==> src/design/etd_map.vh <==
// Notes on behaviour
// [RULE1] Instance two selector: 0/A-F off, 1-9 slot
// [RULE2] Instance one selector uses same slot encoding
// [RULE3] Instance two channel bit: 0 ch1, 1 ch2
// [RULE4] Instance one channel bit: 0 ch1, 1 ch2
// [RULE5] Persistence code gives 1, 2, 4, 8 samples
// [RULE6] Level hysteresis code gives 0 or 2..128 counts
// [RULE7] Upper: enter above U+h/2, stay above U-h/2
// [RULE8] Lower: enter below L-h/2, stay below L+h/2
// [RULE9] One hysteresis and persistence setting for both
// [RULE10] Threshold step 2048 counts; upper zero disables
// [RULE11] Software keeps upper above lower, else undefined
// [RULE12] Lower code zero disables lower detection
// [RULE13] Only selected slot/channel; broken run restarts count
`ifndef ETD_MAP_VH
`define ETD_MAP_VH

// ----------------------------------------
// Register indices, byte address is four times the index
// ----------------------------------------
`define ETD_IDX_MEAS_SEL 10'h068
`define ETD_IDX_HYST 10'h069
`define ETD_IDX_UPPER1 10'h06a
`define ETD_IDX_LOWER1 10'h06b
`define ETD_IDX_UPPER2 10'h06c
`define ETD_IDX_LOWER2 10'h06d
`define ETD_IDX_IRQ_STATUS 10'h078
`define ETD_IDX_IRQ_ENABLE 10'h079
`define ETD_IDX_IRQ_CLEAR 10'h07a
`define ETD_IDX_LIVE_STATE 10'h07b

// ----------------------------------------
// Reset values
// ----------------------------------------
`define ETD_RST_MEAS_SEL 8'h00
`define ETD_RST_HYST 8'h00
`define ETD_RST_UPPER 8'hff
`define ETD_RST_LOWER 8'h00
`define ETD_RST_IRQ_ENABLE 4'h0

// ----------------------------------------
// Field positions
// ----------------------------------------
`define ETD_SEL1_LSB 0
`define ETD_SEL2_LSB 4
`define ETD_LEVEL_HYSTERESIS_MAGNITUDE_LSB 0
`define ETD_PERSIST_LSB 3
`define ETD_CHSEL1_BIT 6
`define ETD_CHSEL2_BIT 7
`define ETD_HYST_MASK 8'hdf
`define ETD_SLOT_MAX 4'h9
`define ETD_STEP_SHIFT 11

// Status bits
`define ETD_ST_UP1 0
`define ETD_ST_LO1 1
`define ETD_ST_UP2 2
`define ETD_ST_LO2 3

`endif

==> src/design/etd_detector.v <==
`timescale 1ns/1ns
`default_nettype none
`include "etd_map.vh"

module etd_detector (
    // Clock and reset
    input wire pclk,
    input wire presetn,
    // Sample feed, already filtered for slot and channel
    input wire enable,
    input wire sample_valid,
    input wire [19:0] sample_data,
    // Settings
    input wire [7:0] upper_code,
    input wire [7:0] lower_code,
    input wire [2:0] hyst_code,
    input wire [1:0] persist_code,
    // Events and state
    output reg hit_upper,
    output reg hit_lower,
    output reg [2:0] state,
    output reg [3:0] run_count
);

localparam ST_IDLE = 3'd0;
localparam ST_UP_RUN = 3'd1;
localparam ST_LO_RUN = 3'd2;
localparam ST_UP_HELD = 3'd3;
localparam ST_LO_HELD = 3'd4;

// [RULE6] half hysteresis
function [20:0] half_hyst;
    input [2:0] code;
    begin
        if (code == 3'h0) begin
            half_hyst = 21'h0;
        end else begin
            half_hyst = 21'h1 << (code - 3'h1);
        end
    end
endfunction

// [RULE5] persistence count
function [3:0] need_count;
    input [1:0] code;
    begin
        need_count = 4'h1 << code;
    end
endfunction

wire [20:0] s = {1'b0, sample_data};
wire [20:0] hh = half_hyst(hyst_code);
// [RULE10] step scaling
wire [20:0] thr_up = {2'b00, upper_code, 11'h000};
wire [20:0] thr_lo = {2'b00, lower_code, 11'h000};
wire [3:0] need = need_count(persist_code);
wire [3:0] next_count = run_count + 4'h1;

// [RULE7] upper band
wire up_enter = (upper_code != 8'h00) && (s > thr_up + hh);
wire up_stay = (upper_code != 8'h00) && (s + hh > thr_up);
// [RULE8] lower band
// [RULE12] lower zero disables
wire lo_enter = (lower_code != 8'h00) && (s + hh < thr_lo);
wire lo_stay = (lower_code != 8'h00) && (s < thr_lo + hh);

always @(posedge pclk or negedge presetn) begin
    if (!presetn) begin
        state <= ST_IDLE;
        run_count <= 4'h0;
        hit_upper <= 1'b0;
        hit_lower <= 1'b0;
    end else begin
        hit_upper <= 1'b0;
        hit_lower <= 1'b0;
        if (!enable) begin
            state <= ST_IDLE;
            run_count <= 4'h0;
        end else if (sample_valid) begin
            case (state)
                ST_IDLE: begin
                    if (up_enter) begin
                        run_count <= 4'h1;
                        hit_upper <= (need == 4'h1);
                        state <= (need == 4'h1) ? ST_UP_HELD : ST_UP_RUN;
                    end else if (lo_enter) begin
                        run_count <= 4'h1;
                        hit_lower <= (need == 4'h1);
                        state <= (need == 4'h1) ? ST_LO_HELD : ST_LO_RUN;
                    end
                end
                // [RULE13] broken run restarts
                ST_UP_RUN: begin
                    if (up_stay) begin
                        run_count <= next_count;
                        hit_upper <= (next_count == need);
                        state <= (next_count == need) ? ST_UP_HELD : ST_UP_RUN;
                    end else begin
                        run_count <= 4'h0;
                        state <= ST_IDLE;
                    end
                end
                ST_LO_RUN: begin
                    if (lo_stay) begin
                        run_count <= next_count;
                        hit_lower <= (next_count == need);
                        state <= (next_count == need) ? ST_LO_HELD : ST_LO_RUN;
                    end else begin
                        run_count <= 4'h0;
                        state <= ST_IDLE;
                    end
                end
                // One event per excursion; rearm once the band is left
                ST_UP_HELD: begin
                    if (!up_stay) begin
                        run_count <= 4'h0;
                        state <= ST_IDLE;
                    end
                end
                ST_LO_HELD: begin
                    if (!lo_stay) begin
                        run_count <= 4'h0;
                        state <= ST_IDLE;
                    end
                end
                default: begin
                    run_count <= 4'h0;
                    state <= ST_IDLE;
                end
            endcase
        end
    end
end

endmodule
`default_nettype wire

==> src/design/etd_top.v <==
`timescale 1ns/1ns
`default_nettype none
`include "etd_map.vh"

module etd_top (
    // Clock and reset
    input wire pclk,
    input wire presetn,
    // APB slave
    input wire psel,
    input wire penable,
    input wire pwrite,
    input wire [11:0] paddr,
    input wire [31:0] pwdata,
    input wire [3:0] pstrb,
    output reg [31:0] prdata,
    output reg pready,
    output reg pslverr,
    // Exposure samples from the sequencer
    input wire sample_valid,
    input wire [3:0] sample_slot,
    input wire sample_channel,
    input wire [19:0] sample_data,
    // Interrupt
    output reg irq
);

// ----------------------------------------
// Registers
// ----------------------------------------
reg [7:0] threshold_measurement_select;
reg [7:0] threshold_hysteresis_config;
reg [7:0] upper_threshold_one;
reg [7:0] lower_threshold_one;
reg [7:0] upper_threshold_two;
reg [7:0] lower_threshold_two;
reg [3:0] irq_status;
reg [3:0] irq_enable;

// ----------------------------------------
// Helpers
// ----------------------------------------
function slot_enabled;
    input [3:0] sel;
    begin
        slot_enabled = (sel != 4'h0) && (sel <= `ETD_SLOT_MAX);
    end
endfunction

function [9:0] word_index;
    input [11:0] addr;
    begin
        word_index = addr[11:2];
    end
endfunction

function idx_known;
    input [9:0] idx;
    begin
        case (idx)
            `ETD_IDX_MEAS_SEL: idx_known = 1'b1;
            `ETD_IDX_HYST: idx_known = 1'b1;
            `ETD_IDX_UPPER1: idx_known = 1'b1;
            `ETD_IDX_LOWER1: idx_known = 1'b1;
            `ETD_IDX_UPPER2: idx_known = 1'b1;
            `ETD_IDX_LOWER2: idx_known = 1'b1;
            `ETD_IDX_IRQ_STATUS: idx_known = 1'b1;
            `ETD_IDX_IRQ_ENABLE: idx_known = 1'b1;
            `ETD_IDX_IRQ_CLEAR: idx_known = 1'b1;
            `ETD_IDX_LIVE_STATE: idx_known = 1'b1;
            default: idx_known = 1'b0;
        endcase
    end
endfunction

// ----------------------------------------
// Field views
// ----------------------------------------
wire [3:0] first_instance_slot_select;
wire [3:0] second_instance_slot_select;
wire first_instance_channel_select;
wire second_instance_channel_select;
wire [1:0] sample_persistence_count;
wire [2:0] level_hysteresis_magnitude;

assign first_instance_slot_select =
    threshold_measurement_select[`ETD_SEL1_LSB +: 4];
assign second_instance_slot_select =
    threshold_measurement_select[`ETD_SEL2_LSB +: 4];
assign first_instance_channel_select =
    threshold_hysteresis_config[`ETD_CHSEL1_BIT];
assign second_instance_channel_select =
    threshold_hysteresis_config[`ETD_CHSEL2_BIT];
assign sample_persistence_count =
    threshold_hysteresis_config[`ETD_PERSIST_LSB +: 2];
assign level_hysteresis_magnitude =
    threshold_hysteresis_config[`ETD_LEVEL_HYSTERESIS_MAGNITUDE_LSB +: 3];

// ----------------------------------------
// Sample routing
// ----------------------------------------
wire inst1_enable;
wire inst2_enable;
wire inst1_take;
wire inst2_take;

// [RULE2] instance one selector
assign inst1_enable = slot_enabled(first_instance_slot_select);
// [RULE1] instance two selector
assign inst2_enable = slot_enabled(second_instance_slot_select);

// [RULE13] slot and channel filter
// [RULE4] instance one channel
assign inst1_take = sample_valid && inst1_enable &&
    (sample_slot == first_instance_slot_select) &&
    (sample_channel == first_instance_channel_select);
// [RULE3] instance two channel
assign inst2_take = sample_valid && inst2_enable &&
    (sample_slot == second_instance_slot_select) &&
    (sample_channel == second_instance_channel_select);

// ----------------------------------------
// Detector instances
// ----------------------------------------
wire inst1_hit_upper;
wire inst1_hit_lower;
wire inst2_hit_upper;
wire inst2_hit_lower;
wire [2:0] inst1_state;
wire [2:0] inst2_state;
wire [3:0] inst1_count;
wire [3:0] inst2_count;

// [RULE9] shared hysteresis settings
etd_detector u_inst1 (
    .pclk(pclk),
    .presetn(presetn),
    .enable(inst1_enable),
    .sample_valid(inst1_take),
    .sample_data(sample_data),
    .upper_code(upper_threshold_one),
    .lower_code(lower_threshold_one),
    .hyst_code(level_hysteresis_magnitude),
    .persist_code(sample_persistence_count),
    .hit_upper(inst1_hit_upper),
    .hit_lower(inst1_hit_lower),
    .state(inst1_state),
    .run_count(inst1_count)
);

etd_detector u_inst2 (
    .pclk(pclk),
    .presetn(presetn),
    .enable(inst2_enable),
    .sample_valid(inst2_take),
    .sample_data(sample_data),
    .upper_code(upper_threshold_two),
    .lower_code(lower_threshold_two),
    .hyst_code(level_hysteresis_magnitude),
    .persist_code(sample_persistence_count),
    .hit_upper(inst2_hit_upper),
    .hit_lower(inst2_hit_lower),
    .state(inst2_state),
    .run_count(inst2_count)
);

// ----------------------------------------
// APB decode
// ----------------------------------------
wire [9:0] idx;
wire setup_phase;
wire write_done;
wire byte0_on;

assign idx = word_index(paddr);
assign setup_phase = psel && !penable;
// Writes land only on the completing access edge
assign write_done = psel && penable && pready && pwrite && !pslverr;
assign byte0_on = pstrb[0];

reg [31:0] next_prdata;

always @* begin
    next_prdata = 32'h00000000;
    case (idx)
        `ETD_IDX_MEAS_SEL: next_prdata[7:0] = threshold_measurement_select;
        `ETD_IDX_HYST: next_prdata[7:0] = threshold_hysteresis_config;
        `ETD_IDX_UPPER1: next_prdata[7:0] = upper_threshold_one;
        `ETD_IDX_LOWER1: next_prdata[7:0] = lower_threshold_one;
        `ETD_IDX_UPPER2: next_prdata[7:0] = upper_threshold_two;
        `ETD_IDX_LOWER2: next_prdata[7:0] = lower_threshold_two;
        `ETD_IDX_IRQ_STATUS: next_prdata[3:0] = irq_status;
        `ETD_IDX_IRQ_ENABLE: next_prdata[3:0] = irq_enable;
        `ETD_IDX_LIVE_STATE: begin
            next_prdata[2:0] = inst1_state;
            next_prdata[7:4] = inst1_count;
            next_prdata[10:8] = inst2_state;
            next_prdata[15:12] = inst2_count;
        end
        default: next_prdata = 32'h00000000;
    endcase
end

// One access cycle: pready rises for the cycle after setup
always @(posedge pclk or negedge presetn) begin
    if (!presetn) begin
        pready <= 1'b0;
        pslverr <= 1'b0;
        prdata <= 32'h00000000;
    end else begin
        pready <= setup_phase;
        // Error stands only beside ready, so it never leaks into the next setup
        pslverr <= setup_phase && !idx_known(idx);
        if (setup_phase) begin
            prdata <= pwrite ? 32'h00000000 : next_prdata;
        end
    end
end

// ----------------------------------------
// Configuration registers
// ----------------------------------------
// [RULE11] Upper above lower is left to software; no check is made
always @(posedge pclk or negedge presetn) begin
    if (!presetn) begin
        threshold_measurement_select <= `ETD_RST_MEAS_SEL;
        threshold_hysteresis_config <= `ETD_RST_HYST;
        upper_threshold_one <= `ETD_RST_UPPER;
        lower_threshold_one <= `ETD_RST_LOWER;
        upper_threshold_two <= `ETD_RST_UPPER;
        lower_threshold_two <= `ETD_RST_LOWER;
        irq_enable <= `ETD_RST_IRQ_ENABLE;
    end else if (write_done && byte0_on) begin
        case (idx)
            `ETD_IDX_MEAS_SEL: threshold_measurement_select <= pwdata[7:0];
            // Reserved bit 5 is dropped so it always reads zero
            `ETD_IDX_HYST: threshold_hysteresis_config <= pwdata[7:0] & `ETD_HYST_MASK;
            `ETD_IDX_UPPER1: upper_threshold_one <= pwdata[7:0];
            `ETD_IDX_LOWER1: lower_threshold_one <= pwdata[7:0];
            `ETD_IDX_UPPER2: upper_threshold_two <= pwdata[7:0];
            `ETD_IDX_LOWER2: lower_threshold_two <= pwdata[7:0];
            `ETD_IDX_IRQ_ENABLE: irq_enable <= pwdata[3:0];
            default: irq_enable <= irq_enable;
        endcase
    end
end

// ----------------------------------------
// Interrupt status
// ----------------------------------------
wire [3:0] irq_events;
wire [3:0] irq_clear;
wire [3:0] next_status;

assign irq_events[`ETD_ST_UP1] = inst1_hit_upper;
assign irq_events[`ETD_ST_LO1] = inst1_hit_lower;
assign irq_events[`ETD_ST_UP2] = inst2_hit_upper;
assign irq_events[`ETD_ST_LO2] = inst2_hit_lower;

assign irq_clear = (write_done && byte0_on && idx == `ETD_IDX_IRQ_CLEAR) ?
    pwdata[3:0] : 4'h0;

// A hit in the clearing cycle survives: set beats clear
assign next_status = (irq_status & ~irq_clear) | irq_events;

always @(posedge pclk or negedge presetn) begin
    if (!presetn) begin
        irq_status <= 4'h0;
        irq <= 1'b0;
    end else begin
        irq_status <= next_status;
        irq <= |(next_status & irq_enable);
    end
end

endmodule
`default_nettype wire

==> config.mk <==
export PLATFORM = sky130hd
export DESIGN_NAME = etd_top
export DESIGN_NICKNAME = d
export VERILOG_FILES = /design/src/design/etd_detector.v /design/src/design/etd_top.v
export VERILOG_INCLUDE_DIRS = /design/src /design/src/design
export SDC_FILE = /design/constraint.sdc
export NUM_CORES = 1
export LEC_CHECK = 0
export BUFFER_PORTS_ARGS = -buffer_cell sky130_fd_sc_hd__buf_2
export CAP_MARGIN = 15
export CORE_ASPECT_RATIO = 2
export CORE_UTILIZATION = 41
export DETAILED_ROUTE_END_ITERATION = 6
export HOLD_SLACK_MARGIN = 0.05
export PLACE_DENSITY_LB_ADDON = 0.3
export SLEW_MARGIN = 20
export SYNTH_ARGS = -nofsm -noshare
export SYNTH_HDL_FRONTEND = slang
export SYNTH_SLANG_ARGS = --single-unit
==> constraint.sdc <==
create_clock -name pclk -period 6.99 [get_ports pclk]
set_input_delay 1.0485 -clock pclk [delete_from_list [all_inputs] [get_ports pclk]]
set_output_delay 1.0485 -clock pclk [all_outputs]
set_load 0.02 [all_outputs]
==> results of run 1 <==
==> through the flow <==
| step | cells | util [%] |
|---|---|---|
| floorplan | 862 | - |
| global placement | 1105 | 44.54 |
| detailed placement | 1105 | 44.54 |
| CTS | 1121 | 46.21 |
| global route | 1121 | 46.21 |
| finish | 1121 | 46.21 |
==> synth_stat cells, types with 5 or more instances <==
library cell   n
ha_1          85
nand2_1       85
dfrtp_1       75
inv_1         59
o21ai_0       55
nor2_1        43
a21oi_1       28
mux2_2        27
nand3_1       26
clkbuf_1      23
nor3_1        23
nand4_1       19
buf_4         17
dfstp_2       16
nor4_1        16
a21o_1        15
a22o_1        12
mux2i_1       12
xnor2_1       12
xor2_1        12
a221oi_1      11
and3_1        11
nand2b_1      11
nor2b_1       11
o31ai_1       10
or3_1         10
a22oi_1        8
a31oi_1        8
o211ai_1       8
a211oi_1       6
nor3b_1        6
a2111oi_0      5
a31o_2         5
and2_1         5
==> area by class of cell <==
| cell class | count | area share (%) |
|---|---|---|
| Clock inverter | 7 | 0.8678 |
| Clock buffer | 9 | 2.741 |
| Inverter | 60 | 2.741 |
| Sequential cell | 91 | 27.95 |
| Multi-Input combinational cell | 666 | 57.61 |
| Timing Repair Buffer | 75 | 4.842 |
| Tap cell | 213 | 3.243 |
==> sequential cells by signal, indices dropped and copies added, names as in the netlist, 7 cells and up <==
| signal | count |
|---|---|
| lower_threshold_two | 8 |
| prdata | 15 |
| upper_threshold_one | 8 |
| upper_threshold_two | 8 |
| threshold_measurement_select | 8 |
| threshold_hysteresis_config | 7 |
| lower_threshold_one | 8 |
==> critical path, cell delays in order <==
cell and delay [ns]:
buf_2 0.11, ha_1 0.41, or4_1 0.55, a211oi_1 0.38, o31ai_1 0.17, nor2_1 0.28, xor2_1 0.49, ha_1 0.34
nor2b_1 0.13, o211ai_1 0.15, a31oi_1 0.12, or3_1 0.33, a221oi_1 0.34, a311oi_1 0.22, a211o_1 0.53, or2_2 0.36
o31ai_1 0.21
==> cell families (layout without fill, tap and decap cells) <==
family | Yosys count | count (layout) | share of synthesized area, %
buf+inv | 105 | 151 | 6.309
other cells | 2 | 19 | 0.1010
mux | 39 | 39 | 5.703
simple gates | 287 | 287 | 19.68
flops | 91 | 91 | 30.89
fa+ha+maj | 86 | 86 | 14.57
compound gates | 211 | 211 | 19.92
xor+xnor | 24 | 24 | 2.826
==> how the worst max path moves through the flow <==
stage | from | end | slack (ns) | cells past startpoint
final | sample_data[5] | u_inst1.run_count[1] | 1.05 | 17
after global routing | threshold_hysteresis_config[0] | u_inst2.run_count[2] | 0.92 | 17
after CTS | sample_data[5] | u_inst1.run_count[1] | 1.14 | 17
after detailed placement | sample_data[5] | u_inst1.run_count[1] | 0.82 | 17
after global placement | sample_data[5] | u_inst1.run_count[3] | 0.84 | 17
after floorplan | sample_data[5] | u_inst2.run_count[1] | 1.80 | 19
==> power by group <==
| part | switching (uW) | internal [uW] | total, uW |
|---|---|---|---|
| Combinational | 94.6 | 47.0 | 142 |
| Sequential | 0.512 | 528 | 528 |
| Clock | 229 | 250 | 479 |
| Total | 324 | 825 | 1150 |
==> layer usage <==
metal  global-route usage [%]  share of wire [%]
met1                    23.55                 34
met3                    2.463                3.3
met4                    20.42                8.7
met2                    49.08                 54
met5                        0                  0
==> out/results.ini, run 1 <==
[job]
cap_violations=0

[grt]
overflow=0
grt_pass1_vias=6827
grt_max_degree=58
grt_pass1_wl_mm=36.18
track_usage_pct=25.24
antenna_found_initial=0

[yosys]
yosysWarnings=0
synthFlopType=dfrtp_1
ys_seq_area_share_pct=30.89
synth_area_leaders=dfrtp_1 (25%), ha_1 (14%), dfstp_2 (5.7%)
mappedNetlistArea_sq_um=7437
synth-seq-cells=91
async_reset_ff_share_pct=100.0
synth_top_cell_area_share_pct=25.24
synth_edf_count=0
synth_cells=845
avgSynthCellArea_sq_um=8.801
synth_cell_types=76
synth_top_area_cell=dfrtp_1

[clock_tree]
tritoncts=yes
clock_path_buffers=2
clkSlewWorstSetupHoldPaths_ns=0.07
cts_buffers=9
clkLatencyLatePin_ns=0.35
hold_buffers=0
clkSinkCount=91
cts-resized-gates=0
h-tree-depth=3
cts_root_buffer=clkbuf_16
cts_setup_buffers=0

[critical_path]
worstSetupStartpointType=primary input
reg2reg_slack_ns=1.10
timing.rr.end=u_inst1.run_count[1]
ff2ff_path_depth=17
crit_required_ns=7.24
worst-setup-path-type=in -> reg
worstPathMaxFanout=12
r2r_start=threshold_hysteresis_config[0]
crit_arrival_ns=6.18
critPathCaptureType=flop

[power]
max-vdd-ir-drop_mv=0.1031
leakage_uw=0.004068
power.density_nw_per_um2=139.8
total_power_uw=1149

[route]
vias=6784
drtPass1Iterations=5
routed_via_density=6.052
drtIter0Drc=384
drt_wl_total_mm=23.15
drc=0
detail-route-antenna-nets=0
wire_per_inst_um=20.65

[floorplan]
num_rows=69
core-area_sq_um=17780
io_pins=114
initial_core_util_pct=41.82
die_area_sq_um=18710
die_w_um=97.24
die_h_um=192.5

[layout]
fillers=1833
finalNetCount=1068
final_cell_area_sq_um=8218
layout_common_cells=nand2_1 (85), ha_1 (85), dfrtp_1 (75), buf_2 (66), inv_1 (59)
area_delta_synth_final_pct=10.50
regArea_sq_um=2297
multiInputGateArea_sq_um=4735
drive_above_1_share_pct=16.74
antenna_cells_inserted=0

[sta]
fin_ws_ns=1.052
tightest_slew_ns=1.018
rsz0062_at_grt=false
final_hold_viol_count=0
hold_ws_ns=0.4556
post-route-min-period_ns=5.938
tns_ns=0
finClkSkew_ns=0.01188
relSlewSlack_pct=31.69
finalSetupViolCount=0
drv_slew=0
finalCritPeriodShare_pct=84.95
clock.fmax_ghz=0.1684

[placement]
hpwl_mm=19.01
routabilityCongestion=0.9714
pre_cts_ws_ns=0.8184
post_dp_cell_area_sq_um=7921
port_buffers=67

[min_path]
hold_depth=1
hold_path_class=reg -> reg
hold_end=irq_status[1]
min_from=u_inst1.hit_lower

[status]
status=complete, no violations

No activity file was read; power rests on OpenSTA's default activity.
==> inputs of run 2 (changes only) <==
clock period = 5.8 ns   (was 6.99 ns; I/O delays follow)
==> run 2 against run 1 <==
Worst setup slack got worse by 0.63 ns. Sequential share of layout area decreased by 0.57 points. Combinational power increased by 25%. Worst hold slack got worse by 0.0031 ns. Total power increased by 23%. Count of clock-buffer cells in the layout unchanged. Critical path type is now reg -> reg. Design area increased by 2.1%. Core utilization increased by 0.96 points. Clock power increased by 26%. Cell count increased by 1.8%. Via count increased by 0.37%. Largest cell class unchanged.
==> out/results.ini, run 2 (synthesized netlist as in run 1, its figures left out) <==
[sta]
post-route-min-period_ns=5.375
fin_ws_ns=0.4250  ; was 1.052 ns
drv_slew=0  ; unchanged
final_hold_viol_count=0  ; unchanged
finClkSkew_ns=0.009637  ; was 0.01188 ns
relSlewSlack_pct=34.55  ; was 31.69%
tns_ns=0  ; unchanged
clock.fmax_ghz=0.1860
rsz0062_at_grt=false  ; unchanged
finalCritPeriodShare_pct=92.67
finalSetupViolCount=0  ; unchanged
tightest_slew_ns=0.9728  ; was 1.018 ns

[clock_tree]
h-tree-depth=3  ; unchanged
clkLatencyLatePin_ns=0.35  ; about the same
cts_root_buffer=clkbuf_16  ; unchanged
cts_buffers=9  ; unchanged
clkSlewWorstSetupHoldPaths_ns=0.07  ; about the same
tritoncts=yes  ; unchanged
clock_path_buffers=2  ; unchanged
hold_buffers=0  ; unchanged
clkSinkCount=91  ; unchanged

[grt]
grt_pass1_vias=6700  ; was 6827
gr-usage-met3_pct=2.318  ; was 2.463%
overflow=0  ; unchanged
grt_pass1_wl_mm=35.76  ; was 36.18 mm
grt_busiest_layer=met2  ; unchanged
grt.met1_usage_pct=23.10  ; was 23.55%
grt_use_met2_pct=49.54  ; was 49.08%
track_usage_pct=25.17  ; was 25.24%
antenna_found_initial=0  ; unchanged
grt_max_degree=60  ; was 58

[layout]
utilization_pct=47.16  ; was 46.21%
regMostFlops=prdata  ; unchanged
layout_common_cells=nand2_1 (85), ha_1 (85), dfrtp_1 (75), buf_2 (66), inv_1 (59)  ; unchanged
antenna_cells_inserted=0  ; unchanged
drive_above_1_share_pct=18.75  ; was 16.74%
finalNetCount=1088  ; was 1068
largest_reg_flops=15  ; unchanged
final_cell_area_sq_um=8388  ; was 8218 sq um
area_delta_synth_final_pct=12.79  ; was 10.50%

[route]
drtIter0Drc=331  ; was 384
wire_per_inst_um=20.46  ; was 20.65 um
detail-route-antenna-nets=0  ; unchanged
drt_wl_total_mm=23.35  ; was 23.15 mm
routed_via_density=5.968  ; was 6.052
vias=6809  ; was 6784
drtPass1Iterations=5  ; unchanged
drc=0  ; unchanged

[placement]
port_buffers=67  ; unchanged
post_dp_cell_area_sq_um=8071  ; was 7921 sq um
pre_cts_ws_ns=0.2494  ; was 0.8184 ns
routabilityCongestion=0.9438  ; was 0.9714
hpwl_mm=19.36  ; was 19.01 mm

[power]
power.density_nw_per_um2=169.1  ; was 139.8 nW/um^2
leakage_uw=0.004160  ; was 0.004068 uW
max-vdd-ir-drop_mv=0.1256  ; was 0.1031 mV
total_power_uw=1419  ; was 1149 uW

[critical_path]
crit_required_ns=6.04  ; was 7.24 ns
reg2reg_slack_ns=0.43  ; was 1.10 ns
worstSetupStartpointType=flop  ; was primary input
worst-setup-path-type=reg -> reg  ; was in -> reg
worstPathMaxFanout=9  ; was 12
critPathCaptureType=flop  ; unchanged
crit_arrival_ns=5.61  ; was 6.18 ns

[job]
cap_violations=0  ; unchanged

[floorplan]
die_h_um=192.5  ; unchanged
io_pins=114  ; unchanged
core-area_sq_um=17780  ; unchanged
num_rows=69  ; unchanged
die_w_um=97.24  ; unchanged
die_area_sq_um=18710  ; unchanged
initial_core_util_pct=41.82  ; unchanged

[status]
status=complete, no violations  ; unchanged

[min_path]
hold_path_class=in -> async  ; was reg -> reg

==> run 2: worst paths after layout <==
| check | start | endpoint | cells after the start |
|---|---|---|---|
| min in group pclk | u_inst1.hit_lower | irq_status[1] | 1 |
| hold reg to reg | u_inst1.hit_lower | irq_status[1] | 1 |
| hold / removal | presetn | irq_enable[2] | 1 |
| setup reg to reg | threshold_hysteresis_config[1] | u_inst2.run_count[2] | 17 |
| setup / recovery | threshold_hysteresis_config[1] | u_inst2.run_count[2] | 17 |
| max in group asynchronous | presetn | lower_threshold_two[7] | 2 |
==> run 2: routing by layer <==
| layer | wire (um) | up-vias | part of all wire, % |
|---|---|---|---|
| met5 | 0 | - | 0 |
| met4 | 1970 | 0 | 8.4 |
| met3 | 713 | 87 | 3.1 |
| met2 | 12580 | 224 | 54 |
| met1 | 8086 | 3246 | 35 |
| li1 | - | 3252 | - |
==> run 2: power by group <==
group | internal, uW | leakage (uW) | total, uW | switching (uW)
Clock | 341 | 0.000147 | 604 | 263
Combinational | 60.9 | 0.00284 | 178 | 117
Sequential | 636 | 0.00117 | 637 | 0.639
==> run 2: timing repair <==
action,4_1_cts,5_1_grt
gates resized for setup,0,1
setup buffers,0,0
setup endpoints to repair,0,2
==> run 2: critical path, cell delays in order (launching register included) <==
cell and delay [ns]:
dfrtp_1 0.53, or3b_2 0.50, ha_1 0.32, nor3b_1 0.43, o31ai_2 0.19, a311oi_1 0.49
nand4_1 0.21, and2_1 0.26, ha_1 0.29, nand4_1 0.08, nor2_1 0.16, nor4b_1 0.28
nand4_1 0.19, buf_4 0.19, nor3b_1 0.13, or3_1 0.36, or2_1 0.34, a32o_1 0.30
==> run 2: final cells by class <==
class / instances / area, sq um
Sequential cell: 91 / 2297
Fill cell: 1746 / 9397
Multi-Input combinational cell: 666 / 4745
Tap cell: 213 / 266.5
Clock inverter: 7 / 81.33
Inverter: 60 / 225.2
Timing Repair Buffer: 95 / 548.0
Clock buffer: 9 / 225.2
==> run 2: stage by stage <==
| step | hold WS, ns | std cells |
|---|---|---|
| after floorplan | 0.4237 | 862 |
| after global placement | 0.4484 | 1125 |
| after detailed placement | 0.4481 | 1125 |
| after CTS | 0.4608 | 1141 |
| after global routing | 0.4674 | 1141 |
| final | 0.4526 | 1141 |
